$ cat src/rtl/amsi_pkg.sv
/*
  Shared constants for the add-on mailbox status and interrupt block:
  register offsets, field positions, reset values and select codes.
  Assumes a 32-bit add-on register bus with byte offsets.
*/
package amsi_pkg;

  localparam int AW = 8;
  localparam int DW = 32;
  localparam int BYTES = 4;
  localparam int CODE_W = 8;

  localparam logic [AW-1:0] OFS_IN_MBX = 8'h0C;
  localparam logic [AW-1:0] OFS_OUT_MBX = 8'h1C;
  localparam logic [AW-1:0] OFS_FILL = 8'h34;
  localparam logic [AW-1:0] OFS_IRQ = 8'h38;
  localparam logic [AW-1:0] OFS_RST_CTL = 8'h3C;

  localparam int FILL_OUT_LSB = 28;
  localparam int FILL_IN_LSB = 12;

  localparam int IRQ_ANY = 23;
  localparam int IRQ_BIST = 20;
  localparam int IRQ_OUT = 17;
  localparam int IRQ_IN = 16;
  localparam int EN_OUT = 12;
  localparam int HW1_HI_LSB = 10;
  localparam int SEL_OUT_LSB = 8;
  localparam int EN_IN = 4;
  localparam int HW1_LO_LSB = 2;
  localparam int SEL_IN_LSB = 0;

  localparam int LANE_IN_CTL = 0;
  localparam int LANE_OUT_CTL = 1;
  localparam int LANE_IRQ = 2;
  localparam int LANE_CODE = 0;
  localparam int CODE_LSB = 0;

  localparam int SRC_N = 3;
  localparam int SRC_IN = 0;
  localparam int SRC_OUT = 1;
  localparam int SRC_BIST = 2;

  localparam logic [DW-1:0] FILL_RST = 32'h00000000;
  localparam logic [DW-1:0] IRQ_RST = 32'h00000C0C;
  localparam logic [1:0] HW1_VAL = 2'h3;

  typedef enum logic [1:0] {
    SEL_B0 = 2'h0,
    SEL_B1 = 2'h1,
    SEL_B2 = 2'h2,
    SEL_B3 = 2'h3
  } amsi_sel_t;

endpackage

$ cat src/rtl/amsi_flag_if.sv
/*
  Carrier for a vector of sticky flags: set and clear requests in,
  current flag state out.
  Assumes one clock for keeper and user.
*/
`timescale 1ns/1ps
interface amsi_flag_if #(
  parameter int N = 4
);
  logic [N-1:0] set;
  logic [N-1:0] clr;
  logic [N-1:0] q;

  modport keeper (input set, input clr, output q);
  modport user (output set, output clr, input q);
endinterface

$ cat src/rtl/amsi_sticky.sv
/*
  Vector of sticky flags; a set in the same cycle as a clear wins.
  Assumes set and clear requests are one-cycle pulses on clk.
*/
`timescale 1ns/1ps
module amsi_sticky #(
  parameter int N = 4,
  parameter logic [N-1:0] RST_VAL = '0
) (
  input wire logic clk,
  input wire logic rst_b,
  amsi_flag_if.keeper f
);
  logic [N-1:0] q_reg;

  assign f.q = q_reg;

  always_ff @(posedge clk) begin
    if (!rst_b) begin
      q_reg <= RST_VAL;
    end else begin
      q_reg <= f.set | (q_reg & ~f.clr);
    end
  end
endmodule

$ cat src/rtl/amsi_byte_pick.sv
/*
  Picks one byte lane out of an access mask and gates it with an enable.
  Assumes the mask is a one-cycle access strobe per byte.
*/
`timescale 1ns/1ps
module amsi_byte_pick #(
  parameter int BYTES = 4
) (
  input wire logic [BYTES-1:0] hit,
  input wire logic en,
  input wire amsi_pkg::amsi_sel_t sel,
  output logic trig
);
  import amsi_pkg::*;

  always_comb begin
    case (sel)
      SEL_B0: trig = en & hit[0];
      SEL_B1: trig = en & hit[1];
      SEL_B2: trig = en & hit[2];
      SEL_B3: trig = en & hit[3];
      default: trig = 1'b0;
    endcase
  end
endmodule

$ cat src/rtl/amsi_mbx_irq.sv
/*
  Add-on side mailbox fill status and interrupt control/status registers.
  Assumes PCI-side strobes and the add-on register bus run on clk.
*/
`timescale 1ns/1ps
module amsi_mbx_irq (
  input wire logic clk,
  input wire logic rst_b,
  input wire logic [amsi_pkg::AW-1:0] addon_addr,
  input wire logic [amsi_pkg::BYTES-1:0] addon_be,
  input wire logic addon_wr,
  input wire logic addon_rd,
  input wire logic [amsi_pkg::DW-1:0] addon_wdata,
  output logic [amsi_pkg::DW-1:0] addon_rdata,
  input wire logic pci_in_mbx_wr,
  input wire logic [amsi_pkg::BYTES-1:0] pci_in_mbx_be,
  input wire logic pci_out_mbx_rd,
  input wire logic [amsi_pkg::BYTES-1:0] pci_out_mbx_be,
  input wire logic pci_bist_wr,
  output logic [amsi_pkg::DW-1:0] host_view_fill_status,
  output logic addon_irq,
  output logic [amsi_pkg::CODE_W-1:0] bist_code,
  output logic bist_code_wr
);
  import amsi_pkg::*;

  function automatic logic hit(input logic strobe, input logic [AW-1:0] a,
                               input logic [AW-1:0] ofs);
    hit = strobe && (a == ofs);
  endfunction

  logic in_mbx_rd;
  logic out_mbx_wr;
  logic irq_wr;
  logic code_wr;

  logic en_in_reg;
  logic en_out_reg;
  amsi_sel_t sel_in_reg;
  amsi_sel_t sel_out_reg;
  logic [DW-1:0] rdata_reg;
  logic [CODE_W-1:0] code_reg;
  logic code_wr_reg;

  logic trig_in;
  logic trig_out;
  logic [DW-1:0] fill_word;
  logic [DW-1:0] irq_word;

  amsi_flag_if #(.N(BYTES)) in_f ();
  amsi_flag_if #(.N(BYTES)) out_f ();
  amsi_flag_if #(.N(SRC_N)) src_f ();

  assign in_mbx_rd = hit(addon_rd, addon_addr, OFS_IN_MBX);
  assign out_mbx_wr = hit(addon_wr, addon_addr, OFS_OUT_MBX);
  assign irq_wr = hit(addon_wr, addon_addr, OFS_IRQ);
  assign code_wr = hit(addon_wr, addon_addr, OFS_RST_CTL);

  // set by writer, cleared by reader
  assign in_f.set = pci_in_mbx_wr ? pci_in_mbx_be : '0;
  assign in_f.clr = in_mbx_rd ? addon_be : '0;

  assign out_f.set = out_mbx_wr ? addon_be : '0;
  assign out_f.clr = pci_out_mbx_rd ? pci_out_mbx_be : '0;

  amsi_sticky #(
    .N(BYTES),
    .RST_VAL(FILL_RST[FILL_IN_LSB +: BYTES])
  ) u_in_flags (
    .clk(clk),
    .rst_b(rst_b),
    .f(in_f)
  );

  amsi_sticky #(
    .N(BYTES),
    .RST_VAL(FILL_RST[FILL_OUT_LSB +: BYTES])
  ) u_out_flags (
    .clk(clk),
    .rst_b(rst_b),
    .f(out_f)
  );

  amsi_byte_pick #(.BYTES(BYTES)) u_pick_in (
    .hit(pci_in_mbx_wr ? pci_in_mbx_be : '0),
    .en(en_in_reg),
    .sel(sel_in_reg),
    .trig(trig_in)
  );

  amsi_byte_pick #(.BYTES(BYTES)) u_pick_out (
    .hit(pci_out_mbx_rd ? pci_out_mbx_be : '0),
    .en(en_out_reg),
    .sel(sel_out_reg),
    .trig(trig_out)
  );

  always_comb begin
    src_f.set = '0;
    src_f.set[SRC_IN] = trig_in;
    src_f.set[SRC_OUT] = trig_out;
    src_f.set[SRC_BIST] = pci_bist_wr;
  end

  always_comb begin
    src_f.clr = '0;
    if (irq_wr && addon_be[LANE_IRQ]) begin
      src_f.clr[SRC_IN] = addon_wdata[IRQ_IN];
      src_f.clr[SRC_OUT] = addon_wdata[IRQ_OUT];
      src_f.clr[SRC_BIST] = addon_wdata[IRQ_BIST];
    end
  end

  amsi_sticky #(
    .N(SRC_N),
    .RST_VAL({IRQ_RST[IRQ_BIST], IRQ_RST[IRQ_OUT], IRQ_RST[IRQ_IN]})
  ) u_src (
    .clk(clk),
    .rst_b(rst_b),
    .f(src_f)
  );

  // incoming enable and byte select
  always_ff @(posedge clk) begin
    if (!rst_b) begin
      en_in_reg <= IRQ_RST[EN_IN];
      sel_in_reg <= amsi_sel_t'(IRQ_RST[SEL_IN_LSB +: 2]);
    end else if (irq_wr && addon_be[LANE_IN_CTL]) begin
      en_in_reg <= addon_wdata[EN_IN];
      sel_in_reg <= amsi_sel_t'(addon_wdata[SEL_IN_LSB +: 2]);
    end
  end

  // outgoing enable and byte select
  always_ff @(posedge clk) begin
    if (!rst_b) begin
      en_out_reg <= IRQ_RST[EN_OUT];
      sel_out_reg <= amsi_sel_t'(IRQ_RST[SEL_OUT_LSB +: 2]);
    end else if (irq_wr && addon_be[LANE_OUT_CTL]) begin
      en_out_reg <= addon_wdata[EN_OUT];
      sel_out_reg <= amsi_sel_t'(addon_wdata[SEL_OUT_LSB +: 2]);
    end
  end

  // fill status word
  always_comb begin
    fill_word = '0;
    fill_word[FILL_OUT_LSB +: BYTES] = out_f.q;
    fill_word[FILL_IN_LSB +: BYTES] = in_f.q;
  end

  // interrupt control/status word
  always_comb begin
    irq_word = '0;
    irq_word[HW1_HI_LSB +: 2] = HW1_VAL;
    irq_word[HW1_LO_LSB +: 2] = HW1_VAL;
    // summary bit is OR of sources
    irq_word[IRQ_ANY] = |src_f.q;
    irq_word[IRQ_BIST] = src_f.q[SRC_BIST];
    irq_word[IRQ_OUT] = src_f.q[SRC_OUT];
    irq_word[IRQ_IN] = src_f.q[SRC_IN];
    irq_word[EN_OUT] = en_out_reg;
    irq_word[SEL_OUT_LSB +: 2] = sel_out_reg;
    irq_word[EN_IN] = en_in_reg;
    irq_word[SEL_IN_LSB +: 2] = sel_in_reg;
  end

  // read data, one cycle after the strobe
  always_ff @(posedge clk) begin
    if (!rst_b) begin
      rdata_reg <= '0;
    end else if (addon_rd) begin
      case (addon_addr)
        OFS_FILL: rdata_reg <= fill_word;
        OFS_IRQ: rdata_reg <= irq_word;
        default: rdata_reg <= '0;
      endcase
    end
  end

  always_ff @(posedge clk) begin
    if (!rst_b) begin
      code_reg <= '0;
      code_wr_reg <= 1'b0;
    end else begin
      code_wr_reg <= code_wr && addon_be[LANE_CODE];
      if (code_wr && addon_be[LANE_CODE]) begin
        code_reg <= addon_wdata[CODE_LSB +: CODE_W];
      end
    end
  end

  assign addon_rdata = rdata_reg;
  assign host_view_fill_status = fill_word;
  assign bist_code = code_reg;
  assign bist_code_wr = code_wr_reg;

  assign addon_irq = |src_f.q;

endmodule

$ cat config.mk
export PLATFORM = sky130hd
export DESIGN_NAME = amsi_mbx_irq
export DESIGN_NICKNAME = d
export VERILOG_FILES = /design/src/rtl/amsi_pkg.sv /design/src/rtl/amsi_flag_if.sv /design/src/rtl/amsi_sticky.sv /design/src/rtl/amsi_byte_pick.sv /design/src/rtl/amsi_mbx_irq.sv
export SDC_FILE = /design/constraint.sdc
export NUM_CORES = 1
export LEC_CHECK = 0
export ABC_AREA = 1
export BUFFER_PORTS_ARGS = -buffer_cell sky130_fd_sc_hd__buf_2
export CELL_PAD_IN_SITES_DETAIL_PLACEMENT = 1
export CELL_PAD_IN_SITES_GLOBAL_PLACEMENT = 1
export CORE_ASPECT_RATIO = 1.5
export CORE_MARGIN = 2
export CORE_UTILIZATION = 28
export CTS_CLUSTER_SIZE = 25
export DETAILED_ROUTE_END_ITERATION = 6
export GPL_ROUTABILITY_DRIVEN = 0
export GPL_TIMING_DRIVEN = 0
export HOLD_SLACK_MARGIN = 0.06
export PLACE_DENSITY_LB_ADDON = 0.1
export SKIP_LAST_GASP = 1
export SLEW_MARGIN = 10
export SYNTH_ARGS = -nofsm -noshare
export SYNTH_HDL_FRONTEND = slang
export SYNTH_SLANG_ARGS = --single-unit
$ cat constraint.sdc
create_clock -name clk -period 1.2 [get_ports clk]
set_input_delay 0.06 -clock clk [delete_from_list [all_inputs] [get_ports clk]]
set_output_delay 0.06 -clock clk [all_outputs]
set_load 0.02 [all_outputs]
==> flow_metrics.env, run 1 <==
export IMPL_tightest_slew_ns=0.517
export IMPL_first_iter_violations=45
export IMPL_min_path_type="input port to register"
export IMPL_final_hold_violation_count=0
export IMPL_die_h_um=110
export IMPL_final_max_slew_viol_count=0
export IMPL_netlist_area_um2=2110
export IMPL_endpoint_kind="output port"
export IMPL_die_area_um2=8260
export IMPL_start_util_pct=29.0
export IMPL_ys_flop_type="dfxtp_1"
export IMPL_firstDrtPassIters=4
export IMPL_synth_top_cell_area_share_pct=41.7
export IMPL_synth_area_per_cell_um2=7.57
export IMPL_synth_edff_count=0
export IMPL_critPathKind="register to output port"
export IMPL_grt_usage_pct=17.2
export IMPL_powerDensity_nw_per_um2=1050
export IMPL_slew_headroom_pct=65.6
export IMPL_yosysTopAreaCell="dfxtp_1"
export IMPL_synth_area_leaders="dfxtp_1 (42%), buf_4 (14%), a21oi_1 (9.5%)"
export IMPL_power_share_switching_pct=26.9
export IMPL_core_area_um2=7270
export IMPL_viasPerCell=4.25
export IMPL_synth_most_common_cell="nand2_1"
export IMPL_syn_inst=279
export IMPL_htree_levels=2
export IMPL_status="finished with violations"
export IMPL_largest_reg_flops=18
export IMPL_hpwlAfterDp_um=5090
export IMPL_io_buffers=78
export IMPL_die_w_um=74.9
export IMPL_cap_violations=0
export IMPL_drive_above_1_share_pct=34.1
export IMPL_clock_latency_ns=0.31
export IMPL_fillers=951
export IMPL_yosys_warnings=0
export IMPL_cts_made_buffers=5
export IMPL_overflow=0
export IMPL_synthArstFlopShare_pct=0
export IMPL_internal_power_mw=2.40
export IMPL_violations="negative setup slack"
export IMPL_tns_ns=-0.0201
export IMPL_fmax_mhz=820
export IMPL_setup_slack_ns=-0.0201
export IMPL_start_kind="register"
export IMPL_pre_cts_slack_ns=-0.139
export IMPL_p_leak_nw=1.53
export IMPL_antenna_cells=0
export IMPL_r2r_setup_slack_ns=0.22
export IMPL_clk_pin_slew_ns=0.09
export IMPL_clk_path_buf_depth=2
export IMPL_setup_viol=1
export IMPL_root_buffer="clkbuf_8"
export IMPL_cts_tree="done"
export IMPL_layout_nets=480
export IMPL_io_pins=133
export IMPL_netSwitchingPower_uw=885
export IMPL_worstPathRequired_ns=1.14
export IMPL_grt_max_degree=15
export IMPL_met3_length_um=415
export IMPL_rsz0062_at_grt="yes"
export IMPL_post_drt_wl_per_cell_um=13.1
export IMPL_ir_drop_mv=0.546
export IMPL_grt_first_pass_wirelength_um=10800
export IMPL_postRouteAntennaNets=0
export IMPL_path_max_fanout=2
export IMPL_ys_seq_area_share_pct=41.7
export IMPL_num_vias=2220
export IMPL_grt_pass1_vias=2209
export IMPL_p_clk_share_pct=37.8
export IMPL_dr_wl_met2_um=3570
export IMPL_seq_power_share_pct=45.6
export IMPL_num_rows=38
export IMPL_ys_ff_latch=44
export IMPL_area_delta_synth_final_pct=47.8
export IMPL_synth_cell_types=26
export IMPL_crit_arrival_ns=1.16
export IMPL_antenna_found_initial=0
export IMPL_maxUsedRoutingLayer="met4"
export IMPL_drc_errors=0
export IMPL_yosys_top_cells_count="nand2_1 (50), dfxtp_1 (44), a21oi_1 (40)"
export IMPL_wl_met1_um=2730
export IMPL_post_route_period_util_pct=102
export IMPL_min_period_ns=1.22
export IMPL_clock_sinks=44
export IMPL_fin_skew_ns=0.0104
export IMPL_drt_total_wl_um=6820
export IMPL_p_comb_share_pct=16.6
## worst max-delay path, stage by stage, from the launching register on
cell and delay (ns):
dfxtp_2 0.33, or3_4 0.39, buf_6 0.14
## area by class of cell
type / count / area, µm² / share of cell area [%]
Clock buffer: 6 / 82.6 / 2.65
Inverter: 14 / 55.1 / 1.76
Timing Repair Buffer: 101 / 624 / 20.0
Clock inverter: 2 / 38.8 / 1.24
Tap cell: 100 / 125 / 4.01
Buffer: 48 / 347 / 11.1
Multi-Input combinational cell: 207 / 965 / 30.9
Sequential cell: 44 / 883 / 28.3
## path summary, 6_finish.rpt
path	cells after the start	end	from
setup reg to reg	3	addon_rdata[23]$_SDFFE_PN0P_	u_src.f.q[2]$_SDFF_PN0_
hold / removal	4	u_out_flags.f.q[3]$_SDFF_PN0_	pci_out_mbx_be[3]
hold reg to reg	2	addon_rdata[17]$_SDFFE_PN0P_	addon_rdata[17]$_SDFFE_PN0P_
setup / recovery	2	addon_irq	u_src.f.q[2]$_SDFF_PN0_
## placed cells by master, fill, tap and decap left out
master / instances
a21oi_1: 40
a31oi_1: 1
and3_2: 1
buf_2: 79
buf_4: 40
buf_6: 2
bufinv_16: 1
clkbuf_1: 5
clkbuf_8: 7
clkinv_4: 1
conb_1: 35
dfxtp_1: 42
dfxtp_2: 2
dlygate4sd3_1: 22
inv_1: 12
inv_2: 1
inv_4: 1
nand2_1: 49
nand2_2: 1
nand2_4: 2
nand3_1: 28
nand3_2: 2
nand3b_1: 1
nand4_1: 3
nor2_1: 17
nor2_2: 1
nor2_4: 2
nor3_1: 1
nor4_1: 1
o21ai_0: 18
o21ai_1: 3
or3_4: 1
## repair_timing
action / in CTS / in global routing
gates cloned: 0 / 0
resized for setup: 5 / 4
hold endpoints to repair: 23 / 0
setup buffers: 1 / 0
hold buffers: 22 / 0
endpoints found under the setup margin: 1 / 5
## cell families after synthesis
group                  after synthesis  share of synthesized area (%)
and+or+nand+nor                    110                           24.4
AOI/OAI and AO/OA                   62                           14.8
buffers and inverters               62                           18.9
DFF                                 44                           41.7
other                                1                          0.178
## per-layer routing
metal	track usage, %	vias to the layer above
met1	19.4	999
met2	31.5	77
met3	3.36	10
met5	0	-
met4	5.36	0
li1	-	1134
## through the flow
| step | hold WS, ns | total power [mW] | area (µm²) | utilization [%] | instances |
|---|---|---|---|---|---|
| after floorplan | 0.194 | 1.86 | 2240 | - | 313 |
| after global placement | 0.309 | 2.00 | 2750 | 37.9 | 491 |
| after detailed placement | 0.316 | 2.01 | 2750 | 37.9 | 491 |
| after CTS | 0.0618 | 3.30 | 3120 | 42.8 | 522 |
| after global routing | 0.0657 | 3.43 | 3120 | 42.9 | 522 |
| final | 0.0626 | 3.29 | 3120 | 42.9 | 522 |
## power by group through the flow
stage                     combinational, mW  sequential (mW)  clock [mW]
after floorplan                       0.301             1.56           0
after global placement                0.469             1.53           0
after detailed placement              0.474             1.53           0
after CTS                             0.539             1.50        1.27
after global routing                  0.601             1.50        1.32
final                                 0.545             1.50        1.24
Note: power is estimated with default switching activity, not from simulation.
==> inputs of run 2 (changes only) <==
- TNS_END_PERCENT: default -> 20
==> run 2 against run 1 <==
The flow still finishes with violations (negative setup slack). Register-to-register slack barely moved. Utilization is essentially flat. Worst hold slack stayed put. Maximum frequency is the same. Final cell count unchanged. Critical path depth did not move. Final area hardly changed. Largest power group unchanged.
==> flow_metrics.env, run 2 (synthesized netlist as in run 1, its figures left out) <==
export IMPL_status="finished with violations"
export IMPL_violations="negative setup slack"
export IMPL_antenna_found_initial=0
export IMPL_grt_max_degree=15
export IMPL_fin_skew_ns=0.0104
export IMPL_io_pins=133
export IMPL_p_leak_nw=1.53
export IMPL_clk_pin_slew_ns=0.09
export IMPL_io_buffers=78
export IMPL_drc_errors=0
export IMPL_cp_slowest_cell="or3_4"
export IMPL_final_cell_mix="buf_2 (79), nand2_1 (50), dfxtp_1 (42)"
export IMPL_die_h_um=110
export IMPL_hpwlAfterDp_um=5090
export IMPL_largest_reg_flops=18
export IMPL_drt_total_wl_um=6820
export IMPL_fillers=952
export IMPL_area_delta_synth_final_pct=47.7
export IMPL_tns_ns=-0.0201
export IMPL_drive_above_1_share_pct=33.9
export IMPL_final_common_cell="buf_2"
export IMPL_first_iter_violations=45
export IMPL_cts_made_buffers=5
export IMPL_total_power_mw=3.29
export IMPL_cpPeakStageDelay_ns=0.39
export IMPL_clk_path_buf_depth=2
export IMPL_fin_cells=522
export IMPL_num_rows=38
export IMPL_clock_sinks=44
export IMPL_min_path_type="input port to register"
export IMPL_regArea_um2=883
export IMPL_multiInputGateArea_um2=962
export IMPL_min_period_ns=1.22
export IMPL_start_kind="register"
export IMPL_cp_top_family="simple AND/OR/NAND/NOR gates"
export IMPL_r2r_setup_slack_ns=0.22
export IMPL_endpoint_kind="output port"
export IMPL_powerDensity_nw_per_um2=1050
export IMPL_grt_first_pass_wirelength_um=10800
export IMPL_root_buffer="clkbuf_8"
export IMPL_setup_viol=1
export IMPL_postRouteAntennaNets=0
export IMPL_worstPathRequired_ns=1.14
export IMPL_fmax_mhz=820
export IMPL_layout_nets=480
export IMPL_grt_pass1_vias=2209
export IMPL_post_route_period_util_pct=102
export IMPL_final_max_slew_viol_count=0
export IMPL_num_vias=2220
export IMPL_crit_arrival_ns=1.16
export IMPL_core_area_um2=7270
export IMPL_path_cells="or3_4, buf_6"
export IMPL_slew_headroom_pct=65.6
export IMPL_place_inst=491
export IMPL_viasPerCell=4.25
export IMPL_start_util_pct=29.0
export IMPL_path_max_fanout=2
export IMPL_grt_usage_pct=17.2
export IMPL_setup_slack_ns=-0.0201
export IMPL_critPathKind="register to output port"
export IMPL_rsz0062_at_grt="yes"
export IMPL_ir_drop_mv=0.546
export IMPL_firstDrtPassIters=4
export IMPL_cap_violations=0
export IMPL_die_area_um2=8260
export IMPL_clock_latency_ns=0.31
export IMPL_post_drt_wl_per_cell_um=13.1
export IMPL_cts_tree="done"
export IMPL_die_w_um=74.9
export IMPL_path_buf_inv=1
export IMPL_antenna_cells=0
export IMPL_tightest_slew_ns=0.517
export IMPL_htree_levels=2
export IMPL_final_hold_violation_count=0
export IMPL_overflow=0
[run 2: timing repair]
| action | CTS | global route |
|---|---|---|
| endpoints found under the hold margin | 23 | 0 |
| hold buffers | 22 | 0 |
| pin swaps | 0 | 0 |
| resized for setup | 5 | 3 |
| endpoints found under the setup margin | 1 | 5 |
| setup buffers | 1 | 0 |
[run 2: final cells by class]
type | instances | share of cell area, %
Clock inverter | 2 | 1.24
Buffer | 48 | 11.1
Clock buffer | 6 | 2.65
Sequential cell | 44 | 28.3
Tap cell | 100 | 4.01
Inverter | 14 | 1.77
Multi-Input combinational cell | 207 | 30.9
Timing Repair Buffer | 101 | 20.0
[run 2: path summary, 6_finish.rpt]
path,from,endpoint,cells past startpoint
setup / recovery,u_src.f.q[2]$_SDFF_PN0_,addon_irq,2
hold / removal,pci_out_mbx_be[3],u_out_flags.f.q[3]$_SDFF_PN0_,4
setup reg to reg,u_src.f.q[2]$_SDFF_PN0_,addon_rdata[23]$_SDFFE_PN0P_,3
hold reg to reg,addon_rdata[17]$_SDFFE_PN0P_,addon_rdata[17]$_SDFFE_PN0P_,2
[run 2: power breakdown]
group / internal [mW] / switching [mW]
clock network: 0.682 / 0.560
logic: 0.236 / 0.308
registers: 1.48 / 0.0162
[run 2: tightest hold or removal path, stage by stage]
cell and delay (ns):
buf_2 0.08, nand2_1 0.07, nand2_1 0.06, a21oi_1 0.05
[run 2: routing by layer]
layer  GRT usage (%)  vias up  part of all wire (%)
met3            3.36       10                   6.1
li1                -     1134                     -
met5               0        -                     0
met4            5.36        0                   1.6
met1            19.4      999                    40
met2            31.5       77                    52
[run 2: stage by stage]
step           setup WS (ns)  utilization [%]  area [µm²]  hold WS [ns]
5_1_grt              -0.0461             42.9        3120        0.0657
4_1_cts              -0.0214             42.8        3120        0.0618
3_5_place_dp          -0.139             37.9        2750         0.316
3_3_place_gp         -0.0892             37.9        2750         0.309
2_1_floorplan         0.0750                -        2240         0.194
6_report             -0.0201             42.9        3120        0.0626
==> inputs of run 3 (changes only) <==
- MAX_ROUTING_LAYER: default -> met4
==> run 3 against run 2 <==
The flow still finishes with violations (negative setup slack). Sequential share of layout area is the same. Clock skew is essentially flat. Worst hold slack is essentially flat. First-iteration DRC count shrank 6.7%. Critical path depth is the same. Final cell count is the same. Sequential cell count is the same. Non-clock buffer count is the same. Final area is the same. Die area is the same. Register-to-register slack is essentially flat. Clock power is essentially flat.
==> flow_metrics.env, run 3 (synthesized netlist as in run 1, its figures left out) <==
export IMPL_num_vias=2222
export IMPL_fin_hold_ws_ns=0.0624
export IMPL_tightest_slew_ns=0.513
export IMPL_post_drt_wl_per_cell_um=13.1
export IMPL_worstPathRequired_ns=1.14
export IMPL_grt_usage_pct=17.6
export IMPL_setup_slack_ns=-0.0197
export IMPL_min_from="pci_out_mbx_be[3]"
export IMPL_final_max_slew_viol_count=0
export IMPL_htree_levels=2
export IMPL_use_met2_pct=31.6
export IMPL_core_area_um2=7270
export IMPL_grt_first_pass_wirelength_um=10700
export IMPL_grt_util_met3_pct=2.82
export IMPL_antenna_cells=0
export IMPL_overflow=0
export IMPL_cp_top_family="simple AND/OR/NAND/NOR gates"
export IMPL_place_inst=491
export IMPL_clk_path_buf_depth=2
export IMPL_layout_nets=480
export IMPL_hpwlAfterDp_um=5090
export IMPL_root_buffer="clkbuf_8"
export IMPL_cpPeakStageDelay_ns=0.39
export IMPL_io_buffers=78
export IMPL_final_hold_violation_count=0
export IMPL_drt_total_wl_um=6830
export IMPL_cp_slowest_cell="or3_4"
export IMPL_fin_cells=522
export IMPL_path_cells="or3_4, buf_6"
export IMPL_grt_busiest_layer="met2"
export IMPL_first_iter_violations=42
export IMPL_cts_made_buffers=5
export IMPL_largest_reg_flops=18
export IMPL_viasPerCell=4.26
export IMPL_drive_above_1_share_pct=33.9
export IMPL_num_rows=38
export IMPL_setup_viol=1
export IMPL_p_leak_nw=1.53
export IMPL_critPathKind="register to output port"
export IMPL_drc_errors=0
export IMPL_tns_ns=-0.0197
export IMPL_path_max_fanout=2
export IMPL_pre_cts_slack_ns=-0.139
export IMPL_ir_drop_mv=0.546
export IMPL_status="finished with violations"
export IMPL_grt_pass1_vias=2212
export IMPL_io_pins=133
export IMPL_slew_headroom_pct=65.8
export IMPL_cap_violations=0
export IMPL_clock_sinks=44
export IMPL_cts_tree="done"
export IMPL_clock_latency_ns=0.31
export IMPL_start_kind="register"
export IMPL_antenna_found_initial=0
export IMPL_powerDensity_nw_per_um2=1050
export IMPL_start_util_pct=29.0
export IMPL_final_common_cell="buf_2"
export IMPL_place_area_um2=2750
export IMPL_rsz0062_at_grt="yes"
export IMPL_clk_pin_slew_ns=0.09
export IMPL_min_path_type="input port to register"
export IMPL_total_power_mw=3.28
export IMPL_final_cell_area_um2=3120
export IMPL_min_period_ns=1.22
export IMPL_gr_usage_met1_pct=19.7
export IMPL_postRouteAntennaNets=0
export IMPL_path_buf_inv=1
export IMPL_die_h_um=110
export IMPL_die_w_um=74.9
export IMPL_violations="negative setup slack"
export IMPL_fin_skew_ns=0.0103
export IMPL_postLayoutCoreUtil_pct=42.9
export IMPL_r2r_start="u_src.f.q[2]$_SDFF_PN0_"
export IMPL_endpoint_kind="output port"
export IMPL_die_area_um2=8260
export IMPL_final_cell_mix="buf_2 (79), nand2_1 (50), dfxtp_1 (42)"
export IMPL_cp_startpoint="u_src.f.q[2]$_SDFF_PN0_"
export IMPL_fmax_mhz=820
export IMPL_crit_arrival_ns=1.16
export IMPL_area_delta_synth_final_pct=47.7
export IMPL_post_route_period_util_pct=102
export IMPL_grt_max_degree=15
export IMPL_firstDrtPassIters=4
-- run 3: layout make-up --
class,count,area (µm²)
inverter,14,55.1
tap,100,125
clock buffer,6,82.6
buffer,48,347
sequential,44,883
timing repair buffer,101,624
multi-input combinational,207,962
clock inverter,2,38.8
fill,952,4160
-- run 3: timing repair --
| item | in CTS | in global routing |
|---|---|---|
| buffers inserted | 1 | 0 |
| hold buffers | 22 | 0 |
| hold endpoints to repair | 23 | 0 |
| setup endpoints to repair | 1 | 5 |
| gates resized for setup | 5 | 3 |
| cloned | 0 | 0 |
-- run 3: worst paths after layout --
check	to	slack, ns	cells past startpoint
max reg2reg	addon_rdata[23]$_SDFFE_PN0P_	0.22	3
min	u_out_flags.f.q[3]$_SDFF_PN0_	0.06	4
max	addon_irq	-0.02	2
min reg2reg	addon_rdata[17]$_SDFFE_PN0P_	0.47	2
-- run 3: routing by layer --
| layer | vias to the layer above | part of all wire, % |
|---|---|---|
| li1 | 1134 | - |
| met1 | 1001 | 40 |
| met2 | 77 | 52 |
| met3 | 10 | 5.5 |
| met4 | 0 | 1.6 |
| met5 | - | 0 |
-- run 3: report_power, final --
| part | switching (mW) | total (mW) | internal, mW |
|---|---|---|---|
| Clock | 0.560 | 1.24 | 0.682 |
| Sequential | 0.0162 | 1.50 | 1.48 |
| Combinational | 0.308 | 0.544 | 0.236 |
| Total | 0.884 | 3.28 | 2.40 |
-- run 3: worst reg2reg max path: cells and delay by family, from the launching register on --
| family | cells | cell delay (ns) |
|---|---|---|
| AOI/OAI and AO/OA | 1 | 0.06 |
| DFF | 1 | 0.33 |
| and+or+nand+nor | 2 | 0.47 |
